$ cat src/shared/basic_up_timer_params.svh
`ifndef BASIC_UP_TIMER_PARAMS_SVH
`define BASIC_UP_TIMER_PARAMS_SVH
// register byte offsets
`define OFS_CONTROL_ONE 12'h000
`define OFS_CONTROL_TWO 12'h004
`define OFS_IRQ_DMA_ENABLE 12'h00c
`define OFS_STATUS_FLAGS 12'h010
`define OFS_EVENT_GENERATE 12'h014
`define OFS_COUNTER_VALUE 12'h024
`define OFS_PRESCALE_VALUE 12'h028
`define OFS_RELOAD_VALUE 12'h02c
// control_one fields
`define BIT_COUNT_ENABLE 0
`define BIT_UPDATE_DISABLE 1
`define BIT_UPDATE_SOURCE_SELECT 2
`define BIT_ONE_SHOT_ENABLE 3
`define BIT_RELOAD_BUFFER_ENABLE 7
// control_two field
`define MSB_MASTER_OUT_SELECT 6
`define LSB_MASTER_OUT_SELECT 4
// irq_dma_enable fields
`define BIT_UPDATE_IRQ_ENABLE 0
`define BIT_UPDATE_DMA_ENABLE 8
// status and event bits
`define BIT_UPDATE_FLAG 0
`define BIT_FORCE_UPDATE 0
// writable masks and reset values
`define MASK_CONTROL_ONE 16'h008f
`define MASK_CONTROL_TWO 16'h0070
`define MASK_IRQ_DMA_ENABLE 16'h0101
`define RST_CONTROL 16'h0000
`define RST_RELOAD_VALUE 16'hffff
`endif

$ cat src/shared/basic_up_timer_pkg.sv
package basic_up_timer_pkg;
  typedef enum logic [2:0] {
    mo_reset = 3'h0,
    mo_enable = 3'h1,
    mo_update = 3'h2
  } master_out_e;
  typedef logic [15:0] half_t;
endpackage

$ cat src/shared/tick_if.sv
`timescale 1ns/1ps
interface tick_if;
  logic clear;
  logic [15:0] divide;
  logic run;
  logic tick;
  modport owner (output clear, output divide, output run, input tick);
  modport divider (input clear, input divide, input run, output tick);
endinterface

$ cat src/core/tick_prescaler.sv
`timescale 1ns/1ps
`include "basic_up_timer_params.svh"
module tick_prescaler (
  input wire logic pclk,
  input wire logic presetn,
  tick_if.divider tk
);
  import basic_up_timer_pkg::*;
  typedef struct packed {
    logic [15:0] count;
  } state_s;
  state_s st_q;
  state_s st_d;

  // divides pclk by divide+1; clear restarts the division
  always_comb begin
    st_d = st_q;
    tk.tick = 1'b0;
    if (tk.clear) begin
      st_d.count = 16'h0000;
    end else if (tk.run) begin
      if (st_q.count >= tk.divide) begin
        st_d.count = 16'h0000;
        tk.tick = 1'b1;
      end else begin
        st_d.count = st_q.count + 16'h0001;
      end
    end
  end

  always_ff @(posedge pclk or negedge presetn) begin
    if (!presetn) begin
      st_q <= '0;
    end else begin
      st_q <= st_d;
    end
  end
endmodule

$ cat src/core/basic_up_timer.sv
`timescale 1ns/1ps
`include "basic_up_timer_params.svh"
// Functional notes
// - sixteen-bit counter, up counting only
// - wraps to zero after reload, overflow signalled
// - tick equals clock over prescale plus one
// - prescale and reload buffers refresh on update
// - counts only while count enable set
// - update disable suppresses all update events
// - update source selects which events flag
// - one shot clears count enable on update
// - reload buffer bit delays reload writes
// - master out select drives trigger output
// - enable bits gate interrupt and dma
// - update flag set by hardware, write zero clears
// - force update clears prescaler, and counter unless update disable set; self clears
// - reload resets ffff, zero reload halts
// - word spaced registers, counter read write
// - internal clock is the only source
module basic_up_timer (
  input wire logic pclk,
  input wire logic presetn,
  input wire logic psel,
  input wire logic penable,
  input wire logic pwrite,
  input wire logic [11:0] paddr,
  input wire logic [31:0] pwdata,
  output logic [31:0] prdata,
  output logic pready,
  output logic pslverr,
  output logic irq,
  output logic dma_req,
  output logic trigger_output
);
  import basic_up_timer_pkg::*;

  typedef struct packed {
    logic [15:0] control_one;
    logic [15:0] control_two;
    logic [15:0] irq_dma_enable;
    logic update_flag;
    logic force_update;
    logic [15:0] counter_value;
    logic [15:0] prescale_value;
    logic [15:0] prescale_active;
    logic [15:0] reload_value;
    logic [15:0] reload_active;
    logic [31:0] prdata;
    logic pready;
    logic pslverr;
    logic irq;
    logic dma_req;
    logic trigger_output;
    logic reset_pulse;
  } state_s;

  state_s st_q;
  state_s st_d;
  tick_if tk ();

  logic wr_acc;
  logic rd_acc;
  logic count_tick;
  logic overflow;
  logic soft_update;
  logic update_event_pulse;
  logic update_request;
  logic running;
  logic [15:0] wdata;
  logic [15:0] next_count;
  master_out_e mo_sel;

  tick_prescaler u_prescaler (
    .pclk(pclk),
    .presetn(presetn),
    .tk(tk)
  );

  assign wdata = pwdata[15:0];
  // access phase; slave answers without wait states
  assign wr_acc = psel && penable && pwrite;
  assign rd_acc = psel && penable && !pwrite;
  assign running = st_q.control_one[`BIT_COUNT_ENABLE] && (st_q.reload_active != 16'h0000);
  assign count_tick = tk.tick;
  assign overflow = count_tick && (st_q.counter_value == st_q.reload_active);
  assign soft_update = st_q.force_update;
  assign update_event_pulse = !st_q.control_one[`BIT_UPDATE_DISABLE] &&
                              (overflow || soft_update);
  // source select narrows the request sources
  assign update_request = update_event_pulse &&
                          (overflow || !st_q.control_one[`BIT_UPDATE_SOURCE_SELECT]);
  assign mo_sel = master_out_e'(st_q.control_two[`MSB_MASTER_OUT_SELECT:`LSB_MASTER_OUT_SELECT]);

  // prescaler fed from the active buffer
  always_comb begin
    tk.divide = st_q.prescale_active;
    tk.run = running;
    // force update restarts the prescaler too
    tk.clear = soft_update;
  end

  always_comb begin
    if (overflow) begin
      next_count = 16'h0000;
    end else begin
      next_count = st_q.counter_value + 16'h0001;
    end
  end

  // register file, counter and outputs
  always_comb begin
    st_d = st_q;
    st_d.pready = 1'b0;
    st_d.pslverr = 1'b0;
    st_d.reset_pulse = 1'b0;
    // force update self clears after one cycle
    st_d.force_update = 1'b0;

    // advance only on ticks while enabled
    if (count_tick) begin
      st_d.counter_value = next_count;
    end

    if (psel && !penable) begin
      st_d.pready = 1'b1;
    end

    if (wr_acc && st_q.pready) begin
      case (paddr)
        `OFS_CONTROL_ONE: begin
          st_d.control_one = wdata & `MASK_CONTROL_ONE;
        end
        `OFS_CONTROL_TWO: begin
          st_d.control_two = wdata & `MASK_CONTROL_TWO;
        end
        `OFS_IRQ_DMA_ENABLE: begin
          st_d.irq_dma_enable = wdata & `MASK_IRQ_DMA_ENABLE;
        end
        `OFS_STATUS_FLAGS: begin
          // write zero clears, write one keeps
          if (!wdata[`BIT_UPDATE_FLAG]) begin
            st_d.update_flag = 1'b0;
          end
        end
        `OFS_EVENT_GENERATE: begin
          if (wdata[`BIT_FORCE_UPDATE]) begin
            st_d.force_update = 1'b1;
            st_d.reset_pulse = 1'b1;
          end
        end
        `OFS_COUNTER_VALUE: begin
          st_d.counter_value = wdata;
        end
        `OFS_PRESCALE_VALUE: begin
          st_d.prescale_value = wdata;
        end
        `OFS_RELOAD_VALUE: begin
          st_d.reload_value = wdata;
          if (!st_q.control_one[`BIT_RELOAD_BUFFER_ENABLE]) begin
            st_d.reload_active = wdata;
          end
        end
        default: begin
          // unmapped: the error was already raised in the setup cycle
        end
      endcase
    end

    // read mux; reserved bits and write-only registers read zero
    if (rd_acc && st_q.pready) begin
      st_d.prdata = 32'h0000_0000;
    end else if (psel && !penable) begin
      case (paddr)
        `OFS_CONTROL_ONE: st_d.prdata = {16'h0000, st_q.control_one};
        `OFS_CONTROL_TWO: st_d.prdata = {16'h0000, st_q.control_two};
        `OFS_IRQ_DMA_ENABLE: st_d.prdata = {16'h0000, st_q.irq_dma_enable};
        `OFS_STATUS_FLAGS: st_d.prdata = {31'h0000_0000, st_q.update_flag};
        `OFS_EVENT_GENERATE: st_d.prdata = 32'h0000_0000;
        `OFS_COUNTER_VALUE: st_d.prdata = {16'h0000, st_q.counter_value};
        `OFS_PRESCALE_VALUE: st_d.prdata = {16'h0000, st_q.prescale_value};
        `OFS_RELOAD_VALUE: st_d.prdata = {16'h0000, st_q.reload_value};
        default: st_d.prdata = 32'h0000_0000;
      endcase
      // unmapped reads and writes flagged here so pslverr stands with pready
      if ((paddr != `OFS_CONTROL_ONE) && (paddr != `OFS_CONTROL_TWO) &&
          (paddr != `OFS_IRQ_DMA_ENABLE) && (paddr != `OFS_STATUS_FLAGS) &&
          (paddr != `OFS_EVENT_GENERATE) && (paddr != `OFS_COUNTER_VALUE) &&
          (paddr != `OFS_PRESCALE_VALUE) && (paddr != `OFS_RELOAD_VALUE)) begin
        st_d.pslverr = 1'b1;
      end
    end

    // update event: buffers reload, counter cleared on force
    if (update_event_pulse) begin
      st_d.prescale_active = st_q.prescale_value;
      st_d.reload_active = st_q.reload_value;
      if (soft_update) begin
        st_d.counter_value = 16'h0000;
      end
      if (st_q.control_one[`BIT_ONE_SHOT_ENABLE]) begin
        st_d.control_one[`BIT_COUNT_ENABLE] = 1'b0;
      end
    end

    // hardware set wins over a software clear
    if (update_request) begin
      st_d.update_flag = 1'b1;
    end

    st_d.irq = st_d.update_flag && st_q.irq_dma_enable[`BIT_UPDATE_IRQ_ENABLE];
    st_d.dma_req = update_request && st_q.irq_dma_enable[`BIT_UPDATE_DMA_ENABLE];

    // trigger source select; reserved codes drive low
    case (mo_sel)
      mo_reset: st_d.trigger_output = st_q.reset_pulse;
      mo_enable: st_d.trigger_output = st_q.control_one[`BIT_COUNT_ENABLE];
      mo_update: st_d.trigger_output = update_event_pulse;
      default: st_d.trigger_output = 1'b0;
    endcase
  end

  always_ff @(posedge pclk or negedge presetn) begin
    if (!presetn) begin
      st_q <= '0;
      st_q.reload_value <= `RST_RELOAD_VALUE;
      st_q.reload_active <= `RST_RELOAD_VALUE;
    end else begin
      st_q <= st_d;
    end
  end

  assign prdata = st_q.prdata;
  assign pready = st_q.pready;
  assign pslverr = st_q.pslverr;
  assign irq = st_q.irq;
  assign dma_req = st_q.dma_req;
  assign trigger_output = st_q.trigger_output;

  // overflow wraps counter to zero next cycle
  a_wrap_to_zero: assert property (@(posedge pclk) disable iff (!presetn)
    overflow && !wr_acc |=> st_q.counter_value == 16'h0000)
    else $error("counter did not wrap on overflow");

  a_update_disable: assert property (@(posedge pclk) disable iff (!presetn)
    st_q.control_one[`BIT_UPDATE_DISABLE] |-> !update_event_pulse)
    else $error("update event while disabled");

  // software update with source select raises no flag
  a_source_select: assert property (@(posedge pclk) disable iff (!presetn)
    soft_update && !overflow && st_q.control_one[`BIT_UPDATE_SOURCE_SELECT] &&
    !st_q.update_flag && !(wr_acc && paddr == `OFS_STATUS_FLAGS) |=> !st_q.update_flag)
    else $error("flag set by software update despite source select");

  // one shot clears enable after update
  a_one_shot_stop: assert property (@(posedge pclk) disable iff (!presetn)
    update_event_pulse && st_q.control_one[`BIT_ONE_SHOT_ENABLE] && !wr_acc
    |=> !st_q.control_one[`BIT_COUNT_ENABLE])
    else $error("one shot did not stop counter");

  // flag set one cycle after qualifying event
  a_flag_set: assert property (@(posedge pclk) disable iff (!presetn)
    update_request |=> st_q.update_flag)
    else $error("update flag not set");

  // force update self clears and zeroes counter
  a_force_clear: assert property (@(posedge pclk) disable iff (!presetn)
    soft_update && !st_q.control_one[`BIT_UPDATE_DISABLE] && !wr_acc
    |=> !st_q.force_update && st_q.counter_value == 16'h0000)
    else $error("force update did not clear counter");

  a_zero_reload: assert property (@(posedge pclk) disable iff (!presetn)
    st_q.reload_active == 16'h0000 && !wr_acc && !soft_update
    |=> $stable(st_q.counter_value))
    else $error("counter moved with zero reload");

  a_irq_level: assert property (@(posedge pclk) disable iff (!presetn)
    irq == (st_q.update_flag && $past(st_q.irq_dma_enable[`BIT_UPDATE_IRQ_ENABLE])))
    else $error("irq level mismatch");

  a_enable_gate: assert property (@(posedge pclk) disable iff (!presetn)
    !st_q.control_one[`BIT_COUNT_ENABLE] |-> !count_tick)
    else $error("tick while count disabled");

  a_err_with_ready: assert property (@(posedge pclk) disable iff (!presetn)
    pslverr |-> pready)
    else $error("error response without ready");
endmodule

$ cat config.mk
export PLATFORM = sky130hd
export DESIGN_NAME = basic_up_timer
export DESIGN_NICKNAME = d
export VERILOG_FILES = /design/src/shared/basic_up_timer_pkg.sv /design/src/shared/tick_if.sv /design/src/core/tick_prescaler.sv /design/src/core/basic_up_timer.sv
export VERILOG_INCLUDE_DIRS = /design/src /design/src/shared
export SDC_FILE = /design/constraint.sdc
export NUM_CORES = 1
export LEC_CHECK = 0
export ABC_CLOCK_PERIOD_IN_PS = 4800
export BUFFER_PORTS_ARGS = -buffer_cell sky130_fd_sc_hd__buf_2
export CORE_MARGIN = 5
export CORE_UTILIZATION = 45
export CTS_CLUSTER_SIZE = 30
export DETAILED_ROUTE_END_ITERATION = 8
export PLACE_DENSITY_LB_ADDON = 0.05
export SYNTH_ARGS = -nofsm -noshare
export SYNTH_HDL_FRONTEND = slang
export SYNTH_SLANG_ARGS = --single-unit
$ cat constraint.sdc
create_clock -name pclk -period 4.8 [get_ports pclk]
set_clock_uncertainty 0.15 [all_clocks]
set_input_delay 0.24 -clock pclk [delete_from_list [all_inputs] [get_ports pclk]]
set_output_delay 0.24 -clock pclk [all_outputs]
set_load 0.1 [all_outputs]
==> flow_metrics.env, run 1 <==
export IMPL_critPathBufInv=1
export IMPL_clk_pin_slew_ns=0.06
export IMPL_initial_core_util=0.460
export IMPL_worstSetupEndpointType="register"
export IMPL_fmax_mhz=269
export IMPL_startpoint_type="register"
export IMPL_grt_pass1_vias=5533
export IMPL_die_h_um=135
export IMPL_critPathTopFamily="compound AO/OA/AOI/OAI gates"
export IMPL_synth_ff_type="dfrtp_1"
export IMPL_drt_wl_total_um=19500
export IMPL_hold_viol=0
export IMPL_vias=5458
export IMPL_drc_errors=0
export IMPL_netlist_area_mm2=0.00701
export IMPL_cts_buffers=17
export IMPL_insertion_delay_ns=0.43
export IMPL_path_max_fanout=34
export IMPL_fp_row_count=45
export IMPL_yosys_top_cells_count="dfrtp_1 (97), nand2_1 (91), mux2_2 (46)"
export IMPL_post_route_period_util=0.773
export IMPL_timing_slew_headroom=0.458
export IMPL_die_width_um=135
export IMPL_clk_path_buf_depth=2
export IMPL_cap_violations=0
export IMPL_final_cell_area_mm2=0.00812
export IMPL_initialDrtViolationCount=357
export IMPL_gp_congestion=0.863
export IMPL_setup_tns_ns=0
export IMPL_timing_final_max_slew_violations=0
export IMPL_leakage_nw=3.50
export IMPL_dieArea_mm2=0.0182
export IMPL_firstDrtPassIters=5
export IMPL_avgSynthCellArea_um2=10.3
export IMPL_dpl_cell_area_mm2=0.00727
export IMPL_rsz0062_at_grt="false"
export IMPL_synth_edf_count=0
export IMPL_synth_cells=683
export IMPL_antenna_left=0
export IMPL_htree_levels=4
export IMPL_fin_ws_ns=1.09
export IMPL_slowest_delay_ns=0.73
export IMPL_dp_hpwl_um=13500
export IMPL_min_period_ns=3.71
export IMPL_cp_required_ns=4.96
export IMPL_cts_resized=0
export IMPL_finalSetupViolCount=0
export IMPL_wl_per_cell_um=20.3
export IMPL_synth_warnings=0
export IMPL_areaGrowthSynthToFinish_pct=15.8
export IMPL_cts_tree="yes"
export IMPL_diodes=0
export IMPL_gr_total_overflow=0
export IMPL_ys_seq_area_frac=0.466
export IMPL_worstPathArrival_ns=3.87
export IMPL_ir_drop_uv=244
export IMPL_grt_pass1_wl_um=31200
export IMPL_min_path_type="primary input to register"
export IMPL_cpMaxStageDelayCell="a21oi_4"
export IMPL_io_pins=86
export IMPL_ys_types=63
export IMPL_cts_root_buf="clkbuf_16"
export IMPL_worst_pin_slew_ns=0.805
export IMPL_grt_max_degree=75
export IMPL_io_buffers=53
export IMPL_yosys_area_top_type="dfrtp_1"
export IMPL_yosysMostFrequentCell="dfrtp_1"
export IMPL_critPathKind="register to register"
export IMPL_postCtsHoldBufs=21
export IMPL_cts_setup_buffers=0
export IMPL_ys_top_cells_by_area="dfrtp_1 (35%), dfstp_2 (12%), mux2_2 (7.4%)"
export IMPL_path_cells="xnor2_1, nand4_1, nor4_1, o311ai_2, a21oi_4, buf_4, mux2_4"
export IMPL_core_area_mm2=0.0153
export IMPL_synthArstFlopShare=1.00
export IMPL_status="complete, no violations"
export IMPL_layout_drive_gt1_share=0.247
export IMPL_clock_sinks=129
export IMPL_place_ws_ns=1.15
export IMPL_antenna_found_initial=0
export IMPL_num_nets_final=803
export IMPL_synth_seq_cells=129
export IMPL_grt_usage=0.223
export IMPL_p_per_area_mw_per_mm2=323
export IMPL_vias_per_cell=5.69
export IMPL_synth_top_area_frac=0.346
-- state kept, by name, summed over array words and instances, names as in the netlist, 3 cells and up --
name	flops
u_prescaler.st_q	16
prdata	16
mo_sel	3
tk.divide	16
st_q	72
-- final cells by class --
cell class	count	area (µm²)
clock inverter	12	180
sequential	129	3270
clock buffer	20	457
multi-input combinational	485	3320
inverter	19	71.3
timing repair buffer	84	557
fill	1358	7140
tap	211	264
-- cells in the final DEF, fill, tap and decap left out, types with 7 or more instances in the layout --
cell type / n
buf_2: 52
a222oi_1: 14
xor2_1: 7
mux2i_1: 18
dfrtp_1: 97
nor2_1: 17
buf_4: 10
a21o_1: 11
o21ai_1: 25
dfstp_2: 32
xnor2_1: 26
nand2_1: 91
and3_1: 8
nand3_1: 16
nor3_1: 10
nand4_1: 14
a21oi_1: 17
ha_1: 18
nor4_1: 9
o21ai_0: 39
dlygate4sd3_1: 21
conb_1: 16
inv_1: 19
mux2_2: 46
and4_1: 7
clkbuf_16: 17
-- metrics by stage --
stage	power, W	hold slack [ns]	std cells	utilization
6_report	0.00262	0.0737	960	0.532
5_1_grt	0.00272	0.0580	960	0.532
4_1_cts	0.00265	0.0412	960	0.532
3_5_place_dp	0.00124	0.180	907	0.477
3_3_place_gp	0.00123	0.177	907	0.477
2_1_floorplan	0.00120	-0.206	698	-
-- final timing paths --
kind	startpoint	to	slack, ns	depth (start not counted)
worst max-delay path	st_q[45]	tk.divide[0]	1.09	7
worst min-delay path	pwdata[0]	st_q[152]	0.07	3
worst max register to register	st_q[45]	tk.divide[0]	1.09	7
worst min register to register	st_q[67]	st_q[51]	0.32	2
max in group asynchronous	presetn	st_q[107]	3.02	3
min in group asynchronous	presetn	u_prescaler.st_q[13]	0.23	2
-- where the power goes --
part | total [W] | switching (W) | leakage (nW) | internal, W
clock | 0.00139 | 0.000494 | 0.307 | 0.000899
sequential | 0.00109 | 0.000000881 | 1.68 | 0.00109
combinational | 0.000137 | 0.000110 | 1.51 | 0.0000265
total | 0.00262 | 0.000605 | 3.50 | 0.00202
-- worst reg2reg max path, cell delays in order, from the launching register on --
cell and delay, ns:
dfstp_2 0.57, xnor2_1 0.15, nand4_1 0.11, nor4_1 0.72, o311ai_2 0.38, a21oi_4 0.73, buf_4 0.46, mux2_4 0.34
-- layer usage --
metal | share of wire | global-route usage
met1 | 0.46 | 0.314
met2 | 0.48 | 0.344
met3 | 0.045 | 0.0488
met4 | 0.017 | 0.0724
met5 | 0 | 0
-- kinds of logic (layout without fill, tap and decap cells) --
| family | after synthesis | after routing | synth area share |
|---|---|---|---|
| AND/OR/NAND/NOR | 212 | 212 | 0.156 |
| XOR/XNOR | 33 | 33 | 0.0412 |
| multiplexers | 65 | 65 | 0.102 |
| buffers and inverters | 84 | 135 | 0.0697 |
| flip-flops | 129 | 129 | 0.466 |
| other | 1 | 16 | 0.000535 |
| AO/OA/AOI/OAI | 141 | 141 | 0.133 |
| adder cells (fa/ha/maj) | 18 | 18 | 0.0321 |
(Power assumes the default switching activity.)
==> inputs of run 2 (changes only) <==
- ABC_CLOCK_PERIOD_IN_PS: 4800 -> 3900
- clock period: 4.8 -> 3.9 ns (I/O delays scaled with it)
==> flow_metrics.env, run 2 (same netlist as run 1, synthesis figures left out) <==
export IMPL_use_met3=0.0443
export IMPL_areaGrowthSynthToFinish_pct=15.9
export IMPL_grt_use_met1=0.311
export IMPL_rsz0062_at_grt="false"
export IMPL_cts_resized=0
export IMPL_cts_buffers=17
export IMPL_cts_setup_buffers=0
export IMPL_largest_register="st_q"
export IMPL_vias=5455
export IMPL_final_common_cell="dfrtp_1"
export IMPL_io_pins=86
export IMPL_diodes=0
export IMPL_core_area_mm2=0.0153
export IMPL_leakage_nw=3.50
export IMPL_timing_final_max_slew_violations=0
export IMPL_startpoint_type="register"
export IMPL_min_period_ns=3.03
export IMPL_postCtsHoldBufs=22
export IMPL_gr_max_usage_layer="met2"
export IMPL_hold_viol=0
export IMPL_antenna_found_initial=0
export IMPL_r2r_start="st_q[45]"
export IMPL_final_cell_mix="dfrtp_1 (97), nand2_1 (91), buf_2 (52), mux2_2 (46), o21ai_0 (39)"
export IMPL_clock_sinks=129
export IMPL_clk_pin_slew_ns=0.06
export IMPL_timing_slew_headroom=0.303
export IMPL_path_max_fanout=30
export IMPL_p_sw_w=0.000773
export IMPL_layout_drive_gt1_share=0.250
export IMPL_clkPwrFrac=0.524
export IMPL_drt_wl_total_um=19500
export IMPL_critPathKind="register to register"
export IMPL_p_comb_frac=0.053
export IMPL_fmax_mhz=330
export IMPL_worstPathArrival_ns=3.19
export IMPL_finalSetupViolCount=0
export IMPL_clk_path_buf_depth=2
export IMPL_worstSetupEndpointType="register"
export IMPL_io_buffers=53
export IMPL_drc_errors=0
export IMPL_fp_row_count=45
export IMPL_grt_max_degree=113
export IMPL_cts_root_buf="clkbuf_16"
export IMPL_firstDrtPassIters=5
export IMPL_insertion_delay_ns=0.43
export IMPL_dp_hpwl_um=13500
export IMPL_htree_levels=4
export IMPL_ir_drop_uv=306
export IMPL_initialDrtViolationCount=527
export IMPL_largest_register_ffs=72
export IMPL_p_per_area_mw_per_mm2=391
export IMPL_min_from="psel"
export IMPL_cp_required_ns=4.06
export IMPL_worst_pin_slew_ns=1.05
export IMPL_worst_hold_slack_ns=0.0229
export IMPL_grt_usage=0.221
export IMPL_setup_tns_ns=0
export IMPL_die_h_um=135
export IMPL_cap_violations=0
export IMPL_vias_per_cell=5.66
export IMPL_cts_tree="yes"
export IMPL_intPower_w=0.00240
export IMPL_critPathLaunch="st_q[45]"
export IMPL_dieArea_mm2=0.0182
export IMPL_p_seq_frac=0.423
export IMPL_num_nets_final=806
export IMPL_fill_cells=1376
export IMPL_initial_core_util=0.460
export IMPL_grtUsageMet2=0.343
export IMPL_switching_share=0.243
export IMPL_wl_per_cell_um=20.2
export IMPL_status="complete, no violations"
export IMPL_die_width_um=135
export IMPL_post_route_period_util=0.778
export IMPL_antenna_left=0
export IMPL_min_path_type="primary input to register"
export IMPL_grt_pass1_vias=5290
export IMPL_gr_total_overflow=0
export IMPL_grt_pass1_wl_um=30500
export IMPL_gp_congestion=0.857
run 2: power by group through the flow:
stage | registers (W) | clock network (W) | logic, W
2_1_floorplan | 0.00137 | 0 | 0.0000970
3_3_place_gp | 0.00137 | 0 | 0.000153
3_5_place_dp | 0.00137 | 0 | 0.000154
4_1_cts | 0.00134 | 0.00170 | 0.000169
5_1_grt | 0.00134 | 0.00176 | 0.000180
6_report | 0.00134 | 0.00167 | 0.000168
run 2: metal layers:
layer / up-vias / routed length (µm) / part of all wire
met3: 27 / 999 / 0.051
met4: 0 / 340 / 0.017
met5: - / 0 / 0
met1: 2716 / 8900 / 0.46
met2: 173 / 9240 / 0.47
li1: 2539 / - / -
run 2: worst paths after layout:
check	cells past startpoint	slack, ns	end
hold reg to reg	2	0.32	st_q[46]
setup reg to reg	7	0.87	tk.divide[0]
min in group asynchronous	2	0.35	u_prescaler.st_q[13]
max in group asynchronous	3	2.31	st_q[45]
hold / removal	3	0.02	pslverr
setup / recovery	7	0.87	tk.divide[0]
run 2: layout make-up:
| class | count | area [µm²] | share of cell area |
|---|---|---|---|
| Multi-Input combinational cell | 485 | 3320 | 0.409 |
| Sequential cell | 129 | 3270 | 0.402 |
| Timing Repair Buffer | 87 | 582 | 0.0716 |
| Clock buffer | 18 | 439 | 0.0540 |
| Tap cell | 211 | 264 | 0.0325 |
| Clock inverter | 14 | 179 | 0.0220 |
| Inverter | 19 | 71.3 | 0.00878 |
run 2: worst max-delay path, stage by stage, from the launching register on:
cell and delay (ns):
dfstp_2 0.57, xnor2_1 0.17, nand4_1 0.12, nor4_1 0.68, o311ai_2 0.35, a21oi_4 0.23
buf_4 0.32, mux2_4 0.33
run 2: per-stage QoR:
stage | instances | area [µm²] | worst slack, ns | utilization | total power, W
floorplan | 698 | 7070 | 0.971 | - | 0.00147
global placement | 909 | 7290 | 0.892 | 0.478 | 0.00152
detailed placement | 909 | 7290 | 0.899 | 0.478 | 0.00152
CTS | 963 | 8130 | 0.873 | 0.533 | 0.00321
global route | 963 | 8130 | 0.707 | 0.533 | 0.00328
finish | 963 | 8130 | 0.866 | 0.533 | 0.00318
